===== config.mk =====
export PLATFORM = sky130hd
export DESIGN_NAME = nchca_top
export DESIGN_NICKNAME = d
export VERILOG_FILES = /design/src/rtl/nchca_pkg.sv /design/src/rtl/nchca_virt.sv /design/src/rtl/nchca_top.sv
export SDC_FILE = /design/constraint.sdc
export NUM_CORES = 1
export LEC_CHECK = 0
export BUFFER_PORTS_ARGS = -buffer_cell sky130_fd_sc_hd__buf_2
export CAP_MARGIN = 20
export CORE_MARGIN = 5
export CORE_UTILIZATION = 59
export DETAILED_ROUTE_END_ITERATION = 16
export PLACE_DENSITY_LB_ADDON = 0.25
export SLEW_MARGIN = 0
export SYNTH_ARGS = -nofsm -noshare
export SYNTH_HDL_FRONTEND = slang
export SYNTH_SLANG_ARGS = --single-unit

===== constraint.sdc =====
create_clock -name i_mclk -period 7.9 [get_ports i_mclk]
set_input_delay 0.79 -clock i_mclk [delete_from_list [all_inputs] [get_ports i_mclk]]
set_output_delay 0.79 -clock i_mclk [all_outputs]
set_load 0.005 [all_outputs]

===== src/rtl/nchca_pkg.sv =====
// nchca_pkg: constants for the host command/status register block.
// assumes one 10 MHz host clock; shared by the top and the virtual engine.
package nchca_pkg;
    // register indices; register n sits at base + 4*n bytes
    localparam logic [31:0] CSR_BASE   = 32'h2000_8000;
    localparam logic [3:0]  CSR_VPB    = 4'h0;
    localparam logic [3:0]  CSR_TPD    = 4'h1;
    localparam logic [3:0]  CSR_RPD    = 4'h2;
    localparam logic [3:0]  CSR_STAT   = 4'h5;
    localparam logic [3:0]  CSR_CMD    = 4'h6;
    localparam logic [3:0]  CSR_VLO    = 4'h8;
    localparam logic [3:0]  CSR_VHI    = 4'he;
    localparam int          NUM_CSR    = 16;
    // vector/priority/bus-mode fields
    localparam int          PRIO_LO    = 30;
    localparam int          SYNC_BIT   = 29;
    localparam logic [31:0] VPB_RESET  = 32'h1fff_0003;
    localparam logic [12:0] VPB_ONES   = 13'h1fff;
    localparam logic [2:0]  LVL_TOP    = 3'h5;
    // status fields
    localparam int          MERR_BIT   = 4;
    localparam int          RU_BIT     = 3;
    localparam logic [7:0]  STAT_ONES  = 8'hff;
    // command register bits
    localparam int          CMD_RXGO   = 0;
    localparam int          CMD_TXGO   = 1;
    localparam int          CMD_RXSTOP = 2;
    localparam int          CMD_TXSTOP = 3;
    // process state codes as reported in status
    localparam logic [1:0]  PS_STOP    = 2'h0;
    localparam logic [1:0]  PS_RUN     = 2'h1;
    localparam logic [1:0]  PS_SUSP    = 2'h2;
    // timing
    localparam int          CLK_NS     = 100;
    localparam int          VIRT_NS    = 20000;
    localparam int          VIRT_CYC   = VIRT_NS / CLK_NS;
    localparam int          INIT_NS    = 25000000;
    localparam int          INIT_CYC   = INIT_NS / CLK_NS;
    typedef enum logic [2:0] {
        P_STOP = 3'b001,
        P_RUN  = 3'b010,
        P_SUSP = 3'b100
    } nchca_proc_e;
endpackage


===== src/rtl/nchca_virt.sv =====
// nchca_virt: engine that serves the seven virtual registers.
// assumes the top starts it only while done is high.
`timescale 1ns/100ps
module nchca_virt (
    // clock and reset
    input  wire logic        i_mclk,
    input  wire logic        i_rstn,
    // request from the top
    input  wire logic        i_start,
    input  wire logic        i_wr,
    input  wire logic [2:0]  i_idx,
    input  wire logic [31:0] i_wdata,
    input  wire logic        i_take,
    // completion and result
    output logic             o_done,
    output logic             o_rvalid,
    output logic [2:0]       o_ridx,
    output logic [31:0]      o_rdata
);
    import nchca_pkg::*;

    typedef struct packed {
        logic             busy;
        logic [7:0]       cnt;
        logic             wr;
        logic [2:0]       idx;
        logic [31:0]      wdata;
        logic [6:0][31:0] mem;
        logic             rvalid;
        logic [31:0]      rdata;
    } nchca_virt_s;

    nchca_virt_s q;
    nchca_virt_s next_q;

    ////////////////////////////////////////////////////////////////
    // one action at a time; a slow service stands in for the processor
    always_comb begin
        next_q = q;
        if (i_take) begin
            next_q.rvalid = 1'b0;
        end
        if (i_start && !q.busy) begin
            next_q.busy   = 1'b1;
            next_q.cnt    = 8'(VIRT_CYC - 1);
            next_q.wr     = i_wr;
            next_q.idx    = i_idx;
            next_q.wdata  = i_wdata;
            next_q.rvalid = 1'b0;
        end else if (q.busy) begin
            next_q.cnt = q.cnt - 8'h1;
            if (q.cnt == 8'h0) begin
                next_q.busy = 1'b0;
                if (q.wr) begin
                    next_q.mem[q.idx] = q.wdata;
                end else begin
                    next_q.rdata  = q.mem[q.idx];
                    next_q.rvalid = 1'b1;
                end
            end
        end
    end

    // register the copy; idle, done and empty storage after reset
    always_ff @(posedge i_mclk) begin
        if (!i_rstn) begin
            q <= '0;
        end else begin
            q <= next_q;
        end
    end

    assign o_done   = !q.busy;
    assign o_rvalid = q.rvalid;
    assign o_ridx   = q.idx;
    assign o_rdata  = q.rdata;
endmodule


===== src/rtl/nchca_top.sv =====
// nchca_top: host command/status registers of the network controller.
// assumes host bus and event inputs are on i_mclk; one access per strobe.
//
// Summary of operation
// - transmit and receive are independent three-state processes
// - writes and events move states; some need a state
// - suspended receive resumes on next recognised frame
// - sixteen host registers
// - register n at base plus four n; longword only
// - bits follow six access kinds
// - 0-7 and 15 physical, 8-14 virtual
// - physical access completes in one transaction
// - virtual access served slowly, up to 20 us
// - done flag low until virtual action finishes
// - virtual write completes at once, data taken later
// - first virtual read invalid, repeat read valid
// - parity error on write can raise interrupt
// - priority field picks interrupt level 14 to 17
// - bit 29 selects synchronous or asynchronous master
// - acknowledge drives vector, other bits zero
// - vector bits 1:0 read as one
// - poll demand write checks transmit list only while suspended
// - poll demand resumes suspended transmit
// - after initialisation both processes stopped
// - write parity error sets memory error flag
`timescale 1ns/100ps
module nchca_top #(
    parameter int INIT_CYCLES = nchca_pkg::INIT_CYC
) (
    // clock and reset
    input  wire logic        i_mclk,
    input  wire logic        i_rstn,
    // host register port
    input  wire logic        i_csr_sel,
    input  wire logic        i_csr_wr,
    input  wire logic [3:0]  i_csr_idx,
    input  wire logic [31:0] i_csr_wdata,
    input  wire logic        i_csr_wpar,
    output logic [31:0]      o_csr_rdata,
    output logic             o_csr_ack,
    // interrupt
    input  wire logic        i_iack,
    output logic             o_irq_req,
    output logic [4:0]       o_irq_level,
    output logic [31:0]      o_hda_out,
    output logic             o_hda_oe,
    output logic             o_sync_mode,
    // process events from the datapath
    input  wire logic        i_tx_list_empty,
    input  wire logic        i_rx_no_desc,
    input  wire logic        i_rx_frame_ok,
    input  wire logic        i_mem_err,
    output logic             o_tx_poll,
    output logic             o_rx_poll
);
    import nchca_pkg::*;

    typedef struct packed {
        logic             init_done;
        logic [31:0]      init_cnt;
        logic [1:0]       prio;
        logic             sync_sel;
        logic [13:0]      vec;
        nchca_proc_e      tx;
        nchca_proc_e      rx;
        logic             merr;
        logic             ru;
        logic [3:0][31:0] gp;
        logic [31:0]      rdata;
        logic             ack;
        logic [31:0]      hda;
        logic             hda_oe;
        logic             tx_poll;
        logic             rx_poll;
    } nchca_top_s;

    nchca_top_s q;
    nchca_top_s next_q;

    logic        perr;
    logic        wr_ok;
    logic        cmd_ok;
    logic        virt;
    logic        v_done;
    logic        v_rvalid;
    logic [2:0]  v_ridx;
    logic [31:0] v_rdata;
    logic        v_hit;
    logic        v_start;
    logic        merr_set;
    logic        tx_poll_wr;
    logic        rx_poll_wr;
    logic [1:0]  ts;
    logic [1:0]  rs;
    logic [31:0] stat;

    ////////////////////////////////////////////////////////////////
    // decode; odd parity over the write word
    always_comb begin
        perr       = i_csr_sel && i_csr_wr && !(^{i_csr_wdata, i_csr_wpar});
        wr_ok      = i_csr_sel && i_csr_wr && !perr;
        cmd_ok     = wr_ok && q.init_done; // commands ignored during init
        virt       = i_csr_idx >= CSR_VLO && i_csr_idx <= CSR_VHI;
        v_hit      = i_csr_sel && virt && !i_csr_wr && v_rvalid
                     && (v_ridx == 3'(i_csr_idx - CSR_VLO));
        v_start    = i_csr_sel && virt && !perr && !v_hit && v_done;
        merr_set   = perr || i_mem_err;
        tx_poll_wr = cmd_ok && i_csr_idx == CSR_TPD;
        rx_poll_wr = cmd_ok && i_csr_idx == CSR_RPD;
    end

    // state code for the status word
    function automatic logic [1:0] enc(input nchca_proc_e s);
        case (s)
            P_RUN:   enc = PS_RUN;
            P_SUSP:  enc = PS_SUSP;
            default: enc = PS_STOP;
        endcase
    endfunction

    always_comb begin
        ts   = enc(q.tx);
        rs   = enc(q.rx);
        stat = {q.init_done, 1'b0, 4'h0, ts, rs, 5'h00, v_done,
                STAT_ONES, 3'h0, q.merr, q.ru, 3'h0};
    end

    ////////////////////////////////////////////////////////////////
    // next state of the whole block
    always_comb begin
        next_q         = q;
        next_q.ack     = i_csr_sel;
        next_q.hda_oe  = i_iack;
        next_q.hda     = i_iack ? {16'h0, q.vec, 2'b00} : 32'h0;
        next_q.tx_poll = 1'b0;
        next_q.rx_poll = 1'b0;
        // initialisation count
        if (!q.init_done) begin
            next_q.init_cnt = q.init_cnt - 32'h1;
            if (q.init_cnt == 32'h0) begin
                next_q.init_done = 1'b1;
            end
        end
        // physical writes
        if (wr_ok) begin
            case (i_csr_idx)
                CSR_VPB: begin
                    next_q.prio     = i_csr_wdata[PRIO_LO +: 2];
                    next_q.sync_sel = i_csr_wdata[SYNC_BIT];
                    next_q.vec      = i_csr_wdata[15:2];
                end
                CSR_STAT: begin
                    if (i_csr_wdata[MERR_BIT]) begin
                        next_q.merr = 1'b0;
                    end
                    if (i_csr_wdata[RU_BIT]) begin
                        next_q.ru = 1'b0;
                    end
                end
                4'h3: next_q.gp[0] = i_csr_wdata;
                4'h4: next_q.gp[1] = i_csr_wdata;
                4'h7: next_q.gp[2] = i_csr_wdata;
                4'hf: next_q.gp[3] = i_csr_wdata;
                default: ;
            endcase
        end
        // transmit process
        case (q.tx)
            P_STOP: begin
                if (cmd_ok && i_csr_idx == CSR_CMD && i_csr_wdata[CMD_TXGO]) begin
                    next_q.tx = P_RUN;
                end
            end
            P_RUN: begin
                if (cmd_ok && i_csr_idx == CSR_CMD && i_csr_wdata[CMD_TXSTOP]) begin
                    next_q.tx = P_STOP;
                end else if (i_tx_list_empty) begin
                    next_q.tx = P_SUSP;
                end
            end
            P_SUSP: begin
                if (cmd_ok && i_csr_idx == CSR_CMD && i_csr_wdata[CMD_TXSTOP]) begin
                    next_q.tx = P_STOP;
                end else if (tx_poll_wr) begin
                    next_q.tx = P_RUN;
                end
            end
            default: next_q.tx = P_STOP;
        endcase
        // poll demand kicks the list scan only in suspend; bit 0 value is meaningless
        next_q.tx_poll = tx_poll_wr && q.tx == P_SUSP;
        // receive process
        case (q.rx)
            P_STOP: begin
                if (cmd_ok && i_csr_idx == CSR_CMD && i_csr_wdata[CMD_RXGO]) begin
                    next_q.rx = P_RUN;
                end
            end
            P_RUN: begin
                if (cmd_ok && i_csr_idx == CSR_CMD && i_csr_wdata[CMD_RXSTOP]) begin
                    next_q.rx = P_STOP;
                end else if (i_rx_no_desc) begin
                    next_q.rx = P_SUSP;
                    next_q.ru = 1'b1; // set beats clear
                end
            end
            P_SUSP: begin
                if (cmd_ok && i_csr_idx == CSR_CMD && i_csr_wdata[CMD_RXSTOP]) begin
                    next_q.rx = P_STOP;
                end else if (rx_poll_wr || i_rx_frame_ok) begin
                    next_q.rx = P_RUN;
                end
            end
            default: next_q.rx = P_STOP;
        endcase
        next_q.rx_poll = rx_poll_wr && q.rx == P_SUSP;
        // memory error aborts both processes; set wins over clear
        if (merr_set) begin
            next_q.merr = 1'b1;
            next_q.tx = P_STOP;
            next_q.rx = P_STOP;
        end
        if (!q.init_done) begin
            next_q.tx = P_STOP;
            next_q.rx = P_STOP;
        end
        // read data, answered in the same transaction
        next_q.rdata = 32'h0;
        if (i_csr_sel && !i_csr_wr) begin
            case (i_csr_idx)
                CSR_VPB:  next_q.rdata = {q.prio, q.sync_sel, VPB_ONES, q.vec, 2'b11};
                CSR_TPD:  next_q.rdata = '1; // write-only, reads as ones
                CSR_RPD:  next_q.rdata = '1;
                CSR_STAT: next_q.rdata = stat;
                4'h3:     next_q.rdata = q.gp[0];
                4'h4:     next_q.rdata = q.gp[1];
                4'h7:     next_q.rdata = q.gp[2];
                4'hf:     next_q.rdata = q.gp[3];
                default:  next_q.rdata = v_hit ? v_rdata : 32'h0;
            endcase
        end
    end

    always_ff @(posedge i_mclk) begin
        if (!i_rstn) begin
            q          <= '0;
            q.init_cnt <= 32'(INIT_CYCLES - 1);
            q.prio     <= VPB_RESET[PRIO_LO +: 2];
            q.sync_sel <= VPB_RESET[SYNC_BIT];
            q.vec      <= VPB_RESET[15:2];
            q.tx       <= P_STOP;
            q.rx       <= P_STOP;
        end else begin
            q <= next_q;
        end
    end

    ////////////////////////////////////////////////////////////////
    // virtual register engine; slow so the host bus is never held
    nchca_virt u_virt (
        .i_mclk   (i_mclk),
        .i_rstn   (i_rstn),
        .i_start  (v_start),
        .i_wr     (i_csr_wr),
        .i_idx    (3'(i_csr_idx - CSR_VLO)),
        .i_wdata  (i_csr_wdata),
        .i_take   (v_hit),
        .o_done   (v_done),
        .o_rvalid (v_rvalid),
        .o_ridx   (v_ridx),
        .o_rdata  (v_rdata)
    );

    // outputs straight from flops
    assign o_csr_rdata = q.rdata;
    assign o_csr_ack   = q.ack;
    assign o_irq_req   = q.merr;
    assign o_irq_level = {LVL_TOP, q.prio};
    assign o_hda_out   = q.hda;
    assign o_hda_oe    = q.hda_oe;
    assign o_sync_mode = q.sync_sel;
    assign o_tx_poll   = q.tx_poll;
    assign o_rx_poll   = q.rx_poll;

    ////////////////////////////////////////////////////////////////
    // checks
    localparam int VMAX = 201;
endmodule


==> run_results.csv, run 1 <==
group,metric,value,unit
outcome,outcome,"completed",
setup_path,required,8390,ps
cells_and_area,area_growth,7.422,%
synth,synth_cells,2716,
floorplan,core,39550,um^2
timing,finalSetupViolations,0,
cts,ctsHoldBuffers,0,
route,dr.pass1.iters,6,
synth,synth_area,23450,um^2
global_route,grt_max_degree,249,
cts,cts_buffers,53,
global_route,grt_pass1_vias,18028,
placed_design,hpwl,37440,um
cells_and_area,nets,2645,
timing,holdWs,453.8,ps
cts,cts_setup_buffers,0,
cells_and_area,nFillCells,3158,
synth,synth_enable_flop_cells,0,
timing,fin_crit,3443,ps
setup_path,critPathMaxFanout,22,
cts,cts_max_path_buffers,3,
cts,numClockSinks,538,
setup_path,slowest_delay,810,ps
synth,ys_warn_count,0,
cells_and_area,multi_input_area,11120,um^2
worst_hold_path,whs_endpoint,"u_virt.q[81]",
cells_and_area,final_cell_mix,"nand2_1 (576), dfxtp_1 (535), a21oi_1 (341)",
global_route,grtUsageTotal,27.15,%
synth,synth_flop_cell,"dfxtp_1",
floorplan,fp.dieH,209.4,um
floorplan,io_pins,121,
worst_hold_path,hp-start,"u_virt.q[81]",
timing,rsz0062_at_grt,"no",
global_route,grt_pass1_wl,98390,um
power_and_ir_drop,ir_worst_vdd,0.1474,mV
floorplan,die_x,209.4,um
worst_hold_path,min_path_cells,2,
cells_and_area,drive_gt1_share,11.63,%
placed_design,place_congestion,0.8389,
route,drc,0,
route,ant_nets,0,
route,via_per_inst,5.889,
synth,seq_area_frac_synth,45.93,%
cells_and_area,seq_area,10780,um^2
power_and_ir_drop,power_leakage,9.113,nW
setup_path,r2r_cells,8,
timing,worst_pin_slew,1251,ps
timing,hold_violations,0,
synth,postSynthAreaPerCell,8.634,um^2
timing,relSlewSlack,16.59,%
global_route,grt_overflow_total,0,
route,via_count,18650,
placed_design,io_buffers,99,
setup_path,endpoint_kind,"register",
setup_path,start_kind,"register",
route,wirelength,62140,um
floorplan,rows,73,
cts,cts_resized,0,
synth,ys_ff_latch,538,
synth,async_flop_share,0,%
route,drtIter0Drc,1834,
global_route,antenna_found_initial,2,
setup_path,r2r-start,"u_virt.q[298]",
floorplan,dieArea,43830,um^2
setup_path,critical_path.cell_chain,"or4_1, nor3_2, nand2_1, or2_1, nor3_2, buf_4, nand2_1, a21oi_1",
setup_path,path_class,"reg2reg",
power_and_ir_drop,cellPowerDensity,241.5,nW/um^2
worst_hold_path,worst_hold_path_type,"reg2reg",
cts,ctsRootBufferMaster,"clkbuf_16",
setup_path,reg2reg_slack,4460,ps
setup_path,arrival,3930,ps
cells_and_area,mostFrequentLayoutCell,"nand2_1",
timing,setup_tns,0,ps
cts,path_clk_slew,60,ps
synth,synth.distinct_cells,69,
cts,cts_tree,"built",
timing,finalClockSkew,11.77,ps
timing,maxSlewViolCount,0,
floorplan,start_util,59.29,%
route,avgRoutedWirePerCell,19.62,um
setup_path,crit_path_top_delay_cell,"nor3_2",
timing,fmax,0.2904,GHz
job,cap_violations,0,
timing,finalCritPeriodShare,43.58,%
cts,htree_levels,2,
setup_path,r2r_end,"u_virt.q[55]",
cts,insertion_delay,580,ps
-- logic make-up after synthesis --
family	synth area share (%)
other cells	0.03203
xor+xnor	2.684
buf+inv	7.241
flops	45.93
simple gates	17.70
fa+ha+maj	0.1067
compound gates	11.66
mux	14.64
-- flip-flops by register name (all words and copies together) (netlist names) --
register         cells
o_csr_rdata         32
u_virt.o_rdata      32
o_hda_oe             1
o_sync_mode          1
o_tx_poll            1
o_rx_poll            1
u_virt.q           266
o_irq_req            1
u_virt.o_rvalid      1
q                  182
o_irq_level          2
o_hda_out           14
u_virt.o_ridx        3
o_csr_ack            1
-- area by class of cell --
class                           instances  share of cell area (%)
Antenna cell                            2                 0.01987
Clock buffer                           81                   6.527
Clock inverter                         17                  0.8593
Inverter                               10                  0.1788
Multi-Input combinational cell       1869                   44.14
Sequential cell                       538                   42.78
Tap cell                              525                   2.608
Timing Repair Buffer                  125                   2.881
-- per-layer routing --
metal | share of wire, % | track usage [%] | up-vias
met1 | 43 | 36.83 | 9001
met5 | 0.021 | 0 | -
met3 | 7.2 | 3.677 | 125
li1 | - | - | 8816
met2 | 47 | 45.20 | 706
met4 | 2.8 | 8.821 | 2
-- metrics by stage --
stage / util, % / setup WS, ps / total power [W] / area, um^2 / std cells
6_report: 63.69 / 4457 / 0.006084 / 25190 / 3167
5_1_grt: 63.68 / 4280 / 0.006263 / 25190 / 3166
4_1_cts: 63.61 / 4495 / 0.006092 / 25160 / 3164
3_5_place_dp: 58.90 / 3931 / 0.003473 / 23300 / 3066
3_3_place_gp: 58.90 / 3963 / 0.003462 / 23300 / 3066
2_1_floorplan: - / 4862 / 0.003374 / 23520 / 2735
-- synth_stat cells (all sizes together) (3+ instances only) --
cell	instances	area, um^2
nand2	577	2166
dfxtp	538	10770
a21oi	342	1712
nor2	308	1156
mux2i	243	2499
clkbuf	193	750.7
buf	125	909.6
a211oi	47	370.3
xnor2	43	410.4
mux4	32	720.7
nor3	24	130.1
nand3	21	105.1
mux2	19	214.0
and3	17	106.4
xor2	17	148.9
a222oi	14	140.1
o21ai	13	65.06
nand2b	12	75.07
nor4	12	75.07
inv	10	37.53
a2111oi	8	70.07
o22ai	8	50.05
or3	8	50.05
a221oi	7	61.31
nand3b	6	45.04
or2	6	37.54
or4	6	45.04
and2	5	31.28
a31oi	4	25.02
nand4	4	25.02
nor2b	4	25.02
o221ai	4	35.03
o31a	4	35.03
a21o	3	22.52
a311oi	3	26.28
nor3b	3	22.52
o21a	3	22.52
o311a	3	30.03
o31ai	3	22.52
-- critical path, delay by kind of cell, from the launching register on --
family	cells	cell delay (ps)
compound gates	1	160
flops	1	330
simple gates	6	2390
buf+inv	1	480
-- report_power, final --
group	switching, W	total (W)	internal, W
clock network	0.00106	0.00266	0.00159
logic	0.000369	0.000590	0.000221
registers	0.0000781	0.00284	0.00276
total	0.00151	0.00608	0.00457
-- worst max path at each step --
stage                    start          endpoint  slack (ps)  cells after the start
3_5_place_dp   i_csr_wdata[26]            q[175]        3930                      9
2_1_floorplan   i_csr_wdata[9]  u_virt.o_ridx[1]        4860                     10
5_1_grt          u_virt.q[298]      u_virt.q[60]        4280                      8
4_1_cts          u_virt.q[298]      u_virt.q[55]        4500                      8
3_3_place_gp   i_csr_wdata[25]            q[176]        3960                      9
6_report         u_virt.q[298]      u_virt.q[55]        4460                      8
Power figures use the tool's default switching activity.
==> inputs of run 2 (changes only) <==
- clock period: 7.9 -> 3.2 ns (I/O delays scaled with it)
==> run 2 against run 1 <==
  * Clock-buffer cell count is 2 higher
  * Sequential cell count stayed put
  * Total power is 140% higher
  * Fmax is 23% higher
  * Non-clock buffer count is 54 higher
  * Wire length is 0.48% higher
  * Clock power is 130% higher
  * Via count is 0.73% higher
  * Combinational power grew to 2.6 times the previous value
  * Die area stayed put
  * Largest cell class unchanged
==> run_results.csv, run 2 (synthesis results as in run 1) <==
group,metric,value,unit
floorplan,io_pins,121,
timing,worst_pin_slew,960.5,ps
route,ant_nets,0,
global_route,grt_overflow_total,0,
cells_and_area,fin_cells,3220,
global_route,antenna_found_initial,0,
cells_and_area,largest-register,"u_virt.q",
worst_hold_path,min_path_cells,3,
route,wl_met1,26280,um
cts,ctsRootBufferMaster,"clkbuf_16",
cts,cts_buffers,54,
timing,finalClockSkew,15.13,ps
power_and_ir_drop,power_leakage,9.351,nW
floorplan,dieArea,43830,um^2
timing,maxSlewViolCount,0,
worst_hold_path,whs_endpoint,"u_virt.q[277]",
route,avgRoutedWirePerCell,19.39,um
floorplan,fp.dieH,209.4,um
placed_design,dp.cells,3120,
cells_and_area,nets,2700,
timing,finalSetupViolations,0,
route,drc,0,
route,via_per_inst,5.834,
placed_design,io_buffers,99,
setup_path,endpoint_kind,"register",
floorplan,start_util,59.29,%
global_route,grt_pass1_vias,18217,
placed_design,place_congestion,0.8864,
cells_and_area,area_growth,9.087,%
floorplan,rows,73,
global_route,grt_max_degree,125,
cells_and_area,drive_gt1_share,12.95,%
timing,fin_crit,2795,ps
route,met2WireLength,29490,um
cells_and_area,final_cell_mix,"nand2_1 (577), dfxtp_1 (535), a21oi_1 (341)",
global_route,grt_pass1_wl,98460,um
worst_hold_path,hp-start,"i_csr_wdata[20]",
setup_path,r2r_cells,6,
cts,htree_levels,2,
setup_path,required,3650,ps
placed_design,dpl_worst_slack,115.9,ps
timing,finalCritPeriodShare,87.36,%
timing,rsz0062_at_grt,"no",
setup_path,slowest_delay,710,ps
power_and_ir_drop,p_total,0.01477,W
job,cap_violations,0,
cts,insertion_delay,610,ps
cts,cts_tree,"built",
worst_hold_path,worst_hold_path_type,"in2reg",
floorplan,core,39550,um^2
cells_and_area,mostFrequentLayoutCell,"nand2_1",
setup_path,reg2reg_slack,400,ps
power_and_ir_drop,cellPowerDensity,577.4,nW/um^2
cts,cts_max_path_buffers,3,
cts,path_clk_slew,60,ps
route,via_count,18786,
route,dr_wl_met3,4647,um
cts,numClockSinks,538,
setup_path,critPathMaxFanout,32,
route,drtIter0Drc,2078,
route,topRoutingLayerUsed,"met4",
timing,setup_tns,0,ps
cells_and_area,top_regs,"u_virt.q (266), q (182)",
cells_and_area,fin_util,64.68,%
setup_path,arrival,3240,ps
timing,setup_ws,404.6,ps
global_route,grtUsageTotal,27.42,%
route,dr.pass1.iters,6,
power_and_ir_drop,ir_worst_vdd,0.4513,mV
timing,fmax,0.3577,GHz
cells_and_area,largest_reg_flops,266,
setup_path,path_class,"reg2reg",
setup_path,r2r_end,"u_virt.q[150]",
timing,relSlewSlack,35.96,%
route,wirelength,62440,um
timing,hold_violations,0,
setup_path,critical_path.cell_chain,"or4_1, nor3_2, nand3_1, or2_2, nand2_1, a21oi_1",
cts,cts_resized,0,
setup_path,r2r-start,"u_virt.q[298]",
outcome,outcome,"completed",
cts,cts_setup_buffers,0,
placed_design,hpwl,40750,um
floorplan,die_x,209.4,um
setup_path,crit_path_top_delay_cell,"or2_2",
setup_path,start_kind,"register",
cts,ctsHoldBuffers,1,
[run 2: changes by cell type in the layout (fill, tap and decap cells not counted), sizes merged]
cell         change
dlygate4sd3      +1
buf             +53
bufinv           -3
diode            -1
clkbuf           +2
inv              +1
[run 2: routing by layer]
layer  vias to the layer above  global-route usage, %
met5                         -                      0
met4                         0                  10.35
met3                       131                  4.604
met2                       761                  45.41
met1                      8968                  36.22
li1                       8926                      -
[run 2: worst max-delay path: cells and delay by family (launching register included)]
kind            cells  cell delay (ps)
compound gates      1               80
simple gates        5             2220
flops               1              330
[run 2: cell type report]
type,instances,area [um^2]
fillers,3153,13970
multi-input cells,1869,11090
flip-flops and latches,538,10780
clock buffers,83,1610
repair buffers,179,1251
well taps,525,656.9
clock inverters,15,150.1
inverters,10,45.04
diodes,1,2.502
[run 2: worst max path at each step]
stage / from / end / cells after the start
2_1_floorplan: i_csr_wdata[9] / u_virt.o_ridx[2] / 10
3_3_place_gp: i_csr_wdata[12] / q[202] / 9
3_5_place_dp: i_csr_wdata[12] / u_virt.q[262] / 9
4_1_cts: u_virt.q[298] / u_virt.q[150] / 6
5_1_grt: u_virt.q[298] / u_virt.q[150] / 6
6_report: u_virt.q[298] / u_virt.q[150] / 6
[run 2: through the flow]
step                instance area, um^2  hold WS [ps]
global placement                  23810         438.2
finish                            25580         35.46
floorplan                         23520         433.1
detailed placement                23810         444.9
global route                      25580         51.58
CTS                               25580         11.00
[run 2: power breakdown]
part	switching, W	internal, W	total (W)
combinational	0.000936	0.000606	0.00154
clock	0.00261	0.00362	0.00623
sequential	0.000179	0.00682	0.00700
